--- config.mk ---
export PLATFORM = sky130hd
export DESIGN_NAME = pfs_pin_mux
export DESIGN_NICKNAME = d
export VERILOG_FILES = /design/src/pfs_pkg.sv /design/src/pfs_pin_cell.sv /design/src/pfs_pin_mux.sv
export SDC_FILE = /design/constraint.sdc
export NUM_CORES = 1
export LEC_CHECK = 0
export BUFFER_PORTS_ARGS = -buffer_cell sky130_fd_sc_hd__clkbuf_2
export CORE_AREA = 4 4 267 269
export DETAILED_ROUTE_END_ITERATION = 10
export DIE_AREA = 0 0 271 273
export PLACE_DENSITY = 0.59
export RECOVER_POWER = 50
export SLEW_MARGIN = 0
export SYNTH_ARGS = -nofsm -noshare
export SYNTH_HDL_FRONTEND = slang
export SYNTH_SLANG_ARGS = --single-unit
--- constraint.sdc ---
create_clock -name core_clk -period 2.7 [get_ports core_clk]
set_clock_uncertainty 0.2 [all_clocks]
set_input_delay 0.54 -clock core_clk [delete_from_list [all_inputs] [get_ports core_clk]]
set_output_delay 0.54 -clock core_clk [all_outputs]
set_load 0.1 [all_outputs]
--- src/pfs_pkg.sv ---
// Constants shared by the pin function select block: offsets, fields, codes, masks.
// Assumes byte addresses on the register port and 32-bit register words.
package pfs_pkg;

  // Select register byte addresses
  localparam logic [31:0] P2U_SEL_ADDR  = 32'hE002_C014;
  localparam logic [31:0] P3L_SEL_ADDR  = 32'hE002_C018;
  localparam logic [31:0] P3U_SEL_ADDR  = 32'hE002_C01C;
  localparam logic [31:0] P4L_SEL_ADDR  = 32'hE002_C020;
  localparam logic [31:0] P4U_SEL_ADDR  = 32'hE002_C024;

  // Read-only pad level registers
  localparam logic [31:0] P2_LVL_ADDR   = 32'hE002_C0E0;
  localparam logic [31:0] P3_LVL_ADDR   = 32'hE002_C0E4;
  localparam logic [31:0] P4_LVL_ADDR   = 32'hE002_C0E8;

  // Reset value of every select register and stored bits of the last one
  localparam logic [31:0] SEL_RESET     = 32'h0000_0000;
  localparam int          P4U_BITS      = 6;

  // Select codes
  localparam logic [1:0]  SEL_GPIO      = 2'b00;
  localparam logic [1:0]  SEL_FUNC1     = 2'b01;
  localparam logic [1:0]  SEL_FUNC2     = 2'b10;
  localparam logic [1:0]  SEL_FUNC3     = 2'b11;
  localparam int          FIELD_W       = 2;

  // Pin numbering across the covered pins
  localparam int          NUM_PINS      = 67;
  localparam int          P2_BASE       = 0;
  localparam int          P2_CNT        = 16;
  localparam int          P3_BASE       = 16;
  localparam int          P3_CNT        = 32;
  localparam int          P4_BASE       = 48;
  localparam int          P4_CNT        = 19;

  // Pins on which codes 10 and 11 are legal
  localparam logic [66:0] VALID_FUNC2   = 67'h0_0000_FFFF_0000_CCC0;
  localparam logic [66:0] VALID_FUNC3   = 67'h0_0000_7FFF_0000_CCC0;

  // Output enables of functions that are pure outputs on a pin
  localparam logic [15:0] P2_F2_OE      = 16'hCC00;
  localparam logic [15:0] P3_F2_OE      = 16'hE63F;
  localparam logic [15:0] P3_F3_OE      = 16'h7F21;

endpackage

--- src/pfs_pin_cell.sv ---
// One pad cell: synchroniser, function select mux and registered pad drive.
// Assumes peripheral and GPIO signals arrive on core_clk; the pad input is asynchronous.
`timescale 1ns/10ps
`default_nettype none

module pfs_pin_cell #(
  parameter logic VALID2     = 1'b0,
  parameter logic VALID3     = 1'b0,
  parameter logic IDLE_LEVEL = 1'b0
) (
  input  wire logic       core_clk,
  input  wire logic       rst,
  input  wire logic [1:0] sel,
  input  wire logic       gpio_out,
  input  wire logic       gpio_dir,
  input  wire logic [3:1] func_out,
  input  wire logic [3:1] func_oe,
  input  wire logic       pad_in,
  output logic            pad_out,
  output logic            pad_oe,
  output logic            level,
  output logic [3:1]      func_in
);

  logic       sync1_r;
  logic       sync2_r;
  logic       pad_out_r;
  logic       pad_oe_r;
  logic [3:1] func_in_r;
  logic [3:1] hit;
  logic       out_nxt;
  logic       oe_nxt;

  // Which function the field picks; reserved codes pick nothing
  assign hit[1] = (sel == pfs_pkg::SEL_FUNC1);
  assign hit[2] = (sel == pfs_pkg::SEL_FUNC2) && VALID2;
  assign hit[3] = (sel == pfs_pkg::SEL_FUNC3) && VALID3;

  // Direction bit only counts under GPIO, else the peripheral drives enable
  assign out_nxt = (sel == pfs_pkg::SEL_GPIO) ? gpio_out :
                   (|(hit & func_out));
  assign oe_nxt  = (sel == pfs_pkg::SEL_GPIO) ? gpio_dir :
                   (|(hit & func_oe));

  // Two-flop synchroniser, pad drive and routed inputs
  always_ff @(posedge core_clk) begin
    if (rst) begin
      sync1_r   <= 1'b0;
      sync2_r   <= 1'b0;
      pad_out_r <= 1'b0;
      pad_oe_r  <= 1'b0;
      func_in_r <= 3'b000;
    end else begin
      sync1_r   <= pad_in;
      sync2_r   <= sync1_r;
      pad_out_r <= out_nxt;
      pad_oe_r  <= oe_nxt;
      func_in_r <= (hit & {3{sync2_r}}) | (~hit & {3{IDLE_LEVEL}});
    end
  end

  assign pad_out = pad_out_r;
  assign pad_oe  = pad_oe_r;
  assign level   = sync2_r;
  assign func_in = func_in_r;

endmodule

`default_nettype wire

--- src/pfs_pin_mux.sv ---
// Pin function multiplexer for port 2 pins 16-31, port 3 and port 4 pins 0-18.
// Assumes a single-cycle register port and peripherals clocked on core_clk.
//
// Our own choice: strobed register access.
`timescale 1ns/10ps
`default_nettype none

// What this block does
// Two-bit field routes pin; 00 means GPIO.
// GPIO direction bit drives enable under GPIO.
// Peripheral sets enable, direction bit ignored.
// Port 3 low pins carry data bits.
// Port 2 high pins carry SDRAM controls.
// P2.22/23: timer3 capture or SPI clock/select.
// P2.26/27: timer3 match or SPI data.
// P2.30/31: timer3 match or I2C lines.
// Port 3 high pins carry data 16-31.
// P3.16-21: PWM0 outputs or UART signals.
// P3.22-31: captures, matches, UART, PWM1.
// Port 4 low pins carry address 0-18.
// Software avoids reserved codes; nothing driven.
module pfs_pin_mux #(
  parameter int NUM_PINS = 67
) (
  input  wire logic        core_clk,
  input  wire logic        rst,
  // Register port
  input  wire logic [31:0] reg_addr,
  input  wire logic [31:0] reg_wdata,
  input  wire logic        reg_wr,
  input  wire logic        reg_rd,
  output logic [31:0]      reg_rdata,
  // Fast GPIO
  input  wire logic [15:0] fast_port2_direction,
  input  wire logic [31:0] fast_port3_direction,
  input  wire logic [18:0] fast_port4_direction,
  input  wire logic [15:0] gpio2_out,
  input  wire logic [31:0] gpio3_out,
  input  wire logic [18:0] gpio4_out,
  output logic [15:0]      gpio2_in,
  output logic [31:0]      gpio3_in,
  output logic [18:0]      gpio4_in,
  // External memory controller
  input  wire logic        sdram_col_strobe,
  input  wire logic        sdram_row_strobe,
  input  wire logic [1:0]  sdram_clock_out,
  input  wire logic [3:0]  dynamic_chip_select,
  input  wire logic [3:0]  sdram_clock_enable,
  input  wire logic [3:0]  sdram_byte_mask,
  input  wire logic [31:0] mem_data_out,
  input  wire logic [31:0] mem_data_oe,
  output logic [31:0]      mem_data_in,
  input  wire logic [18:0] mem_addr,
  // Timers and PWM
  output logic [1:0]       timer3_capture_in,
  input  wire logic [3:0]  timer3_match_out,
  output logic [1:0]       timer0_capture_in,
  input  wire logic [1:0]  timer0_match_out,
  output logic [1:0]       timer1_capture_in,
  input  wire logic [2:0]  timer1_match_out,
  input  wire logic [5:0]  pwm_unit0_output,
  output logic             pwm_unit0_capture,
  input  wire logic [5:0]  pwm_unit1_output,
  output logic             pwm_unit1_capture,
  // First SPI: bit 0 clock, 1 select, 2 master-in, 3 master-out
  input  wire logic [3:0]  spi_a_out,
  input  wire logic [3:0]  spi_a_oe,
  output logic [3:0]       spi_a_in,
  // Third I2C: bit 0 data, 1 clock
  input  wire logic [1:0]  i2c_c_out,
  input  wire logic [1:0]  i2c_c_oe,
  output logic [1:0]       i2c_c_in,
  // Second UART
  input  wire logic        uart_b_transmit,
  output logic             uart_b_receive,
  output logic             uart_b_clear_to_send,
  output logic             uart_b_carrier_detect,
  output logic             uart_b_set_ready,
  input  wire logic        uart_b_terminal_ready,
  output logic             uart_b_ring_indicator,
  input  wire logic        uart_b_request_to_send,
  // Pads
  input  wire logic [66:0] pad_in,
  output logic [66:0]      pad_out,
  output logic [66:0]      pad_oe
);

  // Refuse a pin count that the fixed tables do not describe
  if (NUM_PINS != pfs_pkg::NUM_PINS) begin : g_bad_count
    $error("pfs_pin_mux: NUM_PINS must match the covered pin count");
  end

  logic [31:0]                p2u_sel_r;
  logic [31:0]                p3l_sel_r;
  logic [31:0]                p3u_sel_r;
  logic [31:0]                p4l_sel_r;
  logic [pfs_pkg::P4U_BITS-1:0] p4u_sel_r;
  logic [31:0]                rdata_r;
  logic [31:0]                rdata_nxt;
  logic [133:0]               sel_all;
  logic [66:0]                gpio_out_all;
  logic [66:0]                gpio_dir_all;
  logic [66:0]                fo1;
  logic [66:0]                fe1;
  logic [66:0]                fo2;
  logic [66:0]                fe2;
  logic [66:0]                fo3;
  logic [66:0]                fe3;
  logic [66:0]                fi1;
  logic [66:0]                fi2;
  logic [66:0]                fi3;
  logic [66:0]                lvl;

  // Address decode of the register port
  logic hit_p2u;
  logic hit_p3l;
  logic hit_p3u;
  logic hit_p4l;
  logic hit_p4u;
  logic hit_l2;
  logic hit_l3;
  logic hit_l4;
  assign hit_p2u = (reg_addr == pfs_pkg::P2U_SEL_ADDR);
  assign hit_p3l = (reg_addr == pfs_pkg::P3L_SEL_ADDR);
  assign hit_p3u = (reg_addr == pfs_pkg::P3U_SEL_ADDR);
  assign hit_p4l = (reg_addr == pfs_pkg::P4L_SEL_ADDR);
  assign hit_p4u = (reg_addr == pfs_pkg::P4U_SEL_ADDR);
  assign hit_l2  = (reg_addr == pfs_pkg::P2_LVL_ADDR);
  assign hit_l3  = (reg_addr == pfs_pkg::P3_LVL_ADDR);
  assign hit_l4  = (reg_addr == pfs_pkg::P4_LVL_ADDR);

  // Select registers, all fields clear to GPIO at reset
  always_ff @(posedge core_clk) begin
    if (rst) begin
      p2u_sel_r <= pfs_pkg::SEL_RESET;
      p3l_sel_r <= pfs_pkg::SEL_RESET;
      p3u_sel_r <= pfs_pkg::SEL_RESET;
      p4l_sel_r <= pfs_pkg::SEL_RESET;
      p4u_sel_r <= pfs_pkg::SEL_RESET[pfs_pkg::P4U_BITS-1:0];
    end else if (reg_wr) begin
      if (hit_p2u) p2u_sel_r <= reg_wdata;
      if (hit_p3l) p3l_sel_r <= reg_wdata;
      if (hit_p3u) p3u_sel_r <= reg_wdata;
      if (hit_p4l) p4l_sel_r <= reg_wdata;
      if (hit_p4u) p4u_sel_r <= reg_wdata[pfs_pkg::P4U_BITS-1:0];
    end
  end

  // Read mux; unmapped addresses and unused bits read zero
  assign rdata_nxt =
    hit_p2u ? p2u_sel_r :
    hit_p3l ? p3l_sel_r :
    hit_p3u ? p3u_sel_r :
    hit_p4l ? p4l_sel_r :
    hit_p4u ? {26'h000_0000, p4u_sel_r} :
    hit_l2  ? {16'h0000, lvl[pfs_pkg::P2_BASE +: pfs_pkg::P2_CNT]} :
    hit_l3  ? lvl[pfs_pkg::P3_BASE +: pfs_pkg::P3_CNT] :
    hit_l4  ? {13'h0000, lvl[pfs_pkg::P4_BASE +: pfs_pkg::P4_CNT]} :
    32'h0000_0000;

  // Read data stand for the one cycle after the strobe
  always_ff @(posedge core_clk) begin
    if (rst) begin
      rdata_r <= 32'h0000_0000;
    end else begin
      rdata_r <= reg_rd ? rdata_nxt : 32'h0000_0000;
    end
  end
  assign reg_rdata = rdata_r;

  // Fields laid out pin by pin, two bits per covered pin
  assign sel_all      = {p4u_sel_r[5:0], p4l_sel_r, p3u_sel_r, p3l_sel_r, p2u_sel_r};
  assign gpio_out_all = {gpio4_out, gpio3_out, gpio2_out};
  assign gpio_dir_all = {fast_port4_direction, fast_port3_direction,
                         fast_port2_direction};

  // Function 01: memory controller signals in pin order
  assign fo1[15:0]  = {sdram_byte_mask, sdram_clock_enable, dynamic_chip_select,
                       sdram_clock_out, sdram_row_strobe, sdram_col_strobe};
  assign fe1[15:0]  = 16'hFFFF;
  assign fo1[47:16] = mem_data_out;
  assign fe1[47:16] = mem_data_oe;
  assign fo1[66:48] = mem_addr;
  assign fe1[66:48] = 19'h7_FFFF;

  // Function 10: timer and PWM signals
  assign fo2[15:0]  = {timer3_match_out[3:2], 2'b00, timer3_match_out[1:0],
                       10'h000};
  assign fe2[15:0]  = pfs_pkg::P2_F2_OE;
  assign fo2[31:16] = 16'h0000;
  assign fe2[31:16] = 16'h0000;
  assign fo2[47:32] = {timer1_match_out, 2'b00, timer0_match_out, 3'b000,
                       pwm_unit0_output};
  assign fe2[47:32] = pfs_pkg::P3_F2_OE;
  assign fo2[66:48] = 19'h0_0000;
  assign fe2[66:48] = 19'h0_0000;

  // Function 11: SPI, I2C, UART and PWM1 signals
  assign fo3[15:0]  = {i2c_c_out[1], i2c_c_out[0], 2'b00, spi_a_out[3], spi_a_out[2],
                       2'b00, spi_a_out[1], spi_a_out[0], 6'h00};
  assign fe3[15:0]  = {i2c_c_oe[1], i2c_c_oe[0], 2'b00, spi_a_oe[3], spi_a_oe[2],
                       2'b00, spi_a_oe[1], spi_a_oe[0], 6'h00};
  assign fo3[31:16] = 16'h0000;
  assign fe3[31:16] = 16'h0000;
  assign fo3[47:32] = {1'b0, uart_b_request_to_send, pwm_unit1_output, 2'b00,
                       uart_b_terminal_ready, 4'h0, uart_b_transmit};
  assign fe3[47:32] = pfs_pkg::P3_F3_OE;
  assign fo3[66:48] = 19'h0_0000;
  assign fe3[66:48] = 19'h0_0000;

  // One pad cell per covered pin
  for (genvar i = 0; i < pfs_pkg::NUM_PINS; i++) begin : g_pin
    pfs_pin_cell #(
      .VALID2     (pfs_pkg::VALID_FUNC2[i]),
      .VALID3     (pfs_pkg::VALID_FUNC3[i]),
      .IDLE_LEVEL (1'b0)
    ) u_cell (
      .core_clk (core_clk),
      .rst      (rst),
      .sel      (sel_all[pfs_pkg::FIELD_W*i +: pfs_pkg::FIELD_W]),
      .gpio_out (gpio_out_all[i]),
      .gpio_dir (gpio_dir_all[i]),
      .func_out ({fo3[i], fo2[i], fo1[i]}),
      .func_oe  ({fe3[i], fe2[i], fe1[i]}),
      .pad_in   (pad_in[i]),
      .pad_out  (pad_out[i]),
      .pad_oe   (pad_oe[i]),
      .level    (lvl[i]),
      .func_in  ({fi3[i], fi2[i], fi1[i]})
    );
  end

  // Synchronised pad levels to the GPIO readers
  assign gpio2_in = lvl[pfs_pkg::P2_BASE +: pfs_pkg::P2_CNT];
  assign gpio3_in = lvl[pfs_pkg::P3_BASE +: pfs_pkg::P3_CNT];
  assign gpio4_in = lvl[pfs_pkg::P4_BASE +: pfs_pkg::P4_CNT];

  // Routed inputs to the peripherals
  assign mem_data_in           = fi1[47:16];
  assign timer3_capture_in     = fi2[7:6];
  assign spi_a_in              = {fi3[11:10], fi3[7:6]};
  assign i2c_c_in              = fi3[15:14];
  assign uart_b_receive        = fi3[33];
  assign uart_b_clear_to_send  = fi3[34];
  assign uart_b_carrier_detect = fi3[35];
  assign uart_b_set_ready      = fi3[36];
  assign uart_b_ring_indicator = fi3[38];
  assign pwm_unit0_capture     = fi2[38];
  assign pwm_unit1_capture     = fi3[39];
  assign timer0_capture_in     = fi2[40:39];
  assign timer1_capture_in     = fi2[44:43];

endmodule

`default_nettype wire

==> results of run 1 <==
==> cell usage in the layout, fill, tap and decap left out, types with 60 or more instances in the layout <==
cell type	instances
buf_4	60
dlygate4sd3_1	165
dfxtp_1	485
a21oi_1	108
nand2_1	233
nor2b_1	153
mux2i_1	140
nor2_1	163
clkbuf_2	686
nor3_1	134
==> flip-flops by register name, indices dropped and copies added, names as in the netlist <==
register,count
g_pin.u_cell.level,67
p3l_sel_r,32
p4u_sel_r,6
p3u_sel_r,32
g_pin.u_cell.sync1_r,67
g_pin.u_cell.pad_oe,67
p2u_sel_r,32
g_pin.u_cell.func_in,51
g_pin.u_cell.pad_out,67
p4l_sel_r,32
reg_rdata,32
==> per-layer routing <==
| layer | part of all wire | vias to the layer above | global-route usage |
|---|---|---|---|
| met2 | 0.47 | 689 | 0.339 |
| met1 | 0.42 | 7729 | 0.259 |
| met5 | 0.00087 | - | 0 |
| met3 | 0.069 | 150 | 0.0469 |
| li1 | - | 7829 | - |
| met4 | 0.036 | 10 | 0.0757 |
==> layout make-up <==
class | instances | area (µm²)
clock inverter | 19 | 284
antenna | 2 | 5.00
clock buffer | 77 | 1550
timing repair buffer | 932 | 5880
sequential | 485 | 9710
tap | 931 | 1160
fill | 6904 | 42800
multi-input combinational | 1150 | 7140
inverter | 8 | 30.0
==> kinds of logic after synthesis <==
kind of cell | share of synthesized area
flip-flops | 0.514
buffers and inverters | 0.110
AO/OA/AOI/OAI | 0.0930
AND/OR/NAND/NOR | 0.194
multiplexers | 0.0897
==> worst paths after layout <==
kind / start / slack [ns] / endpoint
setup / recovery: g_pin[31].u_cell.level / 0.21 / gpio3_in[15]
hold / removal: mem_addr[3] / 0.04 / g_pin[51].u_cell.pad_out
setup reg to reg: p2u_sel_r[21] / 0.86 / g_pin[10].u_cell.pad_oe
hold reg to reg: g_pin[39].u_cell.sync1_r / 0.23 / g_pin[39].u_cell.level
==> power by group <==
| group | internal [mW] | switching (mW) |
|---|---|---|
| sequential | 7.36 | 0.0940 |
| clock | 4.64 | 3.02 |
| combinational | 0.650 | 1.61 |
==> per-stage QoR <==
stage / utilization / setup slack, ns
after floorplan: - / 0.413
after global placement: 0.325 / -0.133
after detailed placement: 0.325 / -0.224
after CTS: 0.376 / 0.169
after global routing: 0.376 / 0.183
final: 0.376 / 0.208
==> flow_summary.toml, run 1 <==
[status]
outcome = "completed"

[synth]
yosys_register_bits = 485
yosys_warnings = 0
yosys-top-cells-area = "dfxtp_1 51%, buf_4 8.1%, mux2i_1 7.4%"
synth_cells = 1961
post-synth-top-area-cell = "dfxtp_1"
yosys.cell_types.count = 48
postSynthAreaPerCell_um2 = 9.63
async_flop_share = 0
synth.cell_area_um2 = 18900
syn_nets = 2365
synth_top_area_frac = 0.514
yosysMostFrequentCell = "dfxtp_1"
ys_top_cells_by_count = "485 x dfxtp_1, 233 x nand2_1, 204 x buf_4"
synth-main-ff-cell = "dfxtp_1"
yosysSeqAreaShare = 0.514
synth_enable_flop_cells = 0

[grt]
grt_pass1_wl_um = 111000
grt_max_degree = 166
antenna_found_initial = 9
grtUsageTotal = 0.204
grt_overflow_total = 0
grt_pass1_vias = 16200

[clocking]
htreeDepth = 2
cts_root_buffer = "clkbuf_16"
cts_buffer_depth = 3
cts_hold_buf = 165
cts_resized = 0
cts.sinks = 485
cts_tree = "built"
numCtsBuffers = 53
clk_pin_slew_ns = 0.06
insertion_delay_ns = 0.60
post-cts-setup-buffers = 0

[critical_path]
path_depth = 1
crit_fanout = 2
critPathKind = "reg -> out"
crit_path_top_delay_cell = "dfxtp_1"
arrival_ns = 1.75
cp.required_ns = 1.96
slowest_delay_ns = 0.62
reg2reg_depth = 5
critPathLaunchType = "register"
cp_num_buf_inv = 1
crit_chain = "clkbuf_2"
crit_family = "flip-flops"
cp-end-kind = "output port"

[cells_and_area]
drive_above_1_share = 0.334
final_cells = 3604
fin_nets = 3034
fin_area_um2 = 25800
syn2layout_area_growth_pct = 36.4

[routing]
initialDrtViolationCount = 1188
drc = 0
ant_nets = 0
routed_wl_um = 79400
drtPass1Iterations = 6
num_vias = 16400
drt-vias-per-instance = 4.55
wl_per_cell_um = 22.0

[min_path]
hold_path_depth = 3
min_path_type = "in -> reg"

[timing]
rsz0062_at_grt = "no"
holdWs_ns = 0.0399
fin_crit_sh = 0.923
finalMaxSlewViolations = 0
timing.fmax_mhz = 401
relSlewSlack = 0.0870
min_period_ns = 2.49
tightestPinTransition_ns = 1.37
finalSetupTns_ns = 0
setup_viol = 0
hold_violations = 0

[power_and_ir_drop]
finalPower_mw = 17.4
p_per_area_nw_per_um2 = 674
p_leak_nw = 10.9
peakVddDrop_mv = 0.440

[floorplanning]
die_area_um2 = 74000
ios = 688
coreArea_um2 = 68600
die_width_um = 271
fp-row-count = 96
die_h_um = 273
initial_core_util = 0.275

[placed_design]
io_buffers = 687
dp_hpwl_um = 61200
place_congestion = 0.850
placed_cell_area_um2 = 22300
dp.cells = 3341

[job]
drv_cap = 0
No activity file was read; power rests on OpenSTA's default activity.
==> run 2, diff against run 1 <==
--- a/config.mk
+++ b/config.mk
@@ -7,6 +7,7 @@
 export LEC_CHECK = 0
 export BUFFER_PORTS_ARGS = -buffer_cell sky130_fd_sc_hd__clkbuf_2
 export CORE_AREA = 4 4 267 269
+export CTS_BUF_LIST = sky130_fd_sc_hd__clkbuf_16
 export DETAILED_ROUTE_END_ITERATION = 10
 export DIE_AREA = 0 0 271 273
 export PLACE_DENSITY = 0.59
==> run 2 against run 1 <==
Effect of this change:
- hold slack improved by 0.0015 ns
- critical endpoint is now gpio3_in[5]
- final cell count shrank 0.11%
- sequential power about the same
- clock-buffer cell count fell by 22
- critical path type unchanged
- highest routed layer unchanged
- clock power shrank 4.2%
- non-clock buffer count down 4
==> flow_summary.toml, run 2 (synthesis gave the netlist of run 1 again) <==
[critical_path]
path_depth = 1
crit_family = "flip-flops"
cp.required_ns = 1.96
cp-end-kind = "output port"
crit_chain = "clkbuf_2"
cp_num_buf_inv = 1
critPathLaunchType = "register"
arrival_ns = 1.73
slowest_delay_ns = 0.60
reg2reg_depth = 5
crit_path_top_delay_cell = "dfxtp_1"
critPathKind = "reg -> out"
crit_fanout = 3

[clocking]
htreeDepth = 2
cts_buffer_depth = 3
cts.sinks = 485
numCtsBuffers = 53
cts_resized = 0
cts_tree = "built"
cts_root_buffer = "clkbuf_16"
cts_hold_buf = 161
post-cts-setup-buffers = 0
insertion_delay_ns = 0.60
clk_pin_slew_ns = 0.06

[power_and_ir_drop]
p_leak_nw = 10.9
peakVddDrop_mv = 0.439
p_per_area_nw_per_um2 = 665

[timing]
relSlewSlack = 0.0605
finalMaxSlewViolations = 0
timing.fmax_mhz = 404
min_period_ns = 2.47
tightestPinTransition_ns = 1.41
hold_violations = 0
setup_viol = 0
rsz0062_at_grt = "no"
finalSetupTns_ns = 0
fin_crit_sh = 0.916

[routing]
wl_per_cell_um = 22.0
ant_nets = 0
drtPass1Iterations = 5
routed_wl_um = 79300
drc = 0
drt-vias-per-instance = 4.56
initialDrtViolationCount = 1130
num_vias = 16400

[grt]
grt_overflow_total = 0
grtUsageTotal = 0.204
grt_pass1_wl_um = 112000
antenna_found_initial = 9
grt_pass1_vias = 16200
grt_max_degree = 166

[min_path]
min_path_type = "in -> reg"
hold_path_depth = 3

[cells_and_area]
most-common-layout-cells = "686 x clkbuf_2, 485 x dfxtp_1, 233 x nand2_1"
layout_commonest_cell = "clkbuf_2"
fin_area_um2 = 25600
nFillCells = 6916
fin_nets = 3030
syn2layout_area_growth_pct = 35.8
drive_above_1_share = 0.331

[status]
outcome = "completed"

[floorplanning]
die_area_um2 = 74000
ios = 688
initial_core_util = 0.275
coreArea_um2 = 68600
fp-row-count = 96
die_h_um = 273
die_width_um = 271

[placed_design]
placed_cell_area_um2 = 22300
dp_hpwl_um = 61200
io_buffers = 687
place_congestion = 0.850

[job]
drv_cap = 0
==> run 2: metrics by stage <==
| step | utilization | hold WS (ns) | cells | setup slack (ns) | power [mW] |
|---|---|---|---|---|---|
| 6_report | 0.374 | 0.0415 | 3600 | 0.226 | 17.0 |
| 4_1_cts | 0.374 | 0.000250 | 3598 | 0.169 | 17.3 |
| 3_5_place_dp | 0.325 | 0.220 | 3341 | -0.224 | 9.69 |
| 5_1_grt | 0.374 | 0.0186 | 3599 | 0.183 | 17.7 |
| 2_1_floorplan | - | 0.214 | 1961 | 0.413 | 9.20 |
| 3_3_place_gp | 0.325 | 0.216 | 3341 | -0.133 | 9.68 |
==> run 2: worst paths after layout <==
path | to | startpoint | slack [ns]
min reg2reg | g_pin[39].u_cell.level | g_pin[39].u_cell.sync1_r | 0.23
max reg2reg | g_pin[10].u_cell.pad_oe | p2u_sel_r[21] | 0.85
max | gpio3_in[5] | g_pin[21].u_cell.level | 0.23
min | g_pin[8].u_cell.pad_out | gpio2_out[8] | 0.04
==> run 2: where the power goes <==
part           switching [mW]  total [mW]  internal (mW)
logic                    1.61        2.26          0.647
clock network            3.01        7.34           4.33
registers              0.0932        7.45           7.36
total                    4.71        17.0           12.3
==> run 2: worst reg2reg max path, delay by kind of cell, from the launching register on <==
kind	cells	cell delay (ns)
buf+inv	2	0.77
flops	1	0.46
simple gates	3	0.28
==> run 2: metal layers <==
metal / GRT usage / part of all wire / vias up / wire length (µm)
met5: 0 / 0.00087 / - / 69
li1: - / - / 7832 / -
met3: 0.0471 / 0.068 / 147 / 5430
met2: 0.339 / 0.47 / 682 / 37100
met1: 0.259 / 0.43 / 7734 / 33900
met4: 0.0754 / 0.036 / 10 / 2880
==> run 2: area by class of cell <==
type | instances | area, µm² | area share
antenna | 2 | 5.00 | 0.000195
clock buffer | 55 | 1380 | 0.0537
clock inverter | 41 | 367 | 0.0143
inverter | 8 | 30.0 | 0.00117
multi-input combinational | 1150 | 7140 | 0.279
sequential | 485 | 9710 | 0.379
tap | 931 | 1160 | 0.0454
timing repair buffer | 928 | 5840 | 0.228
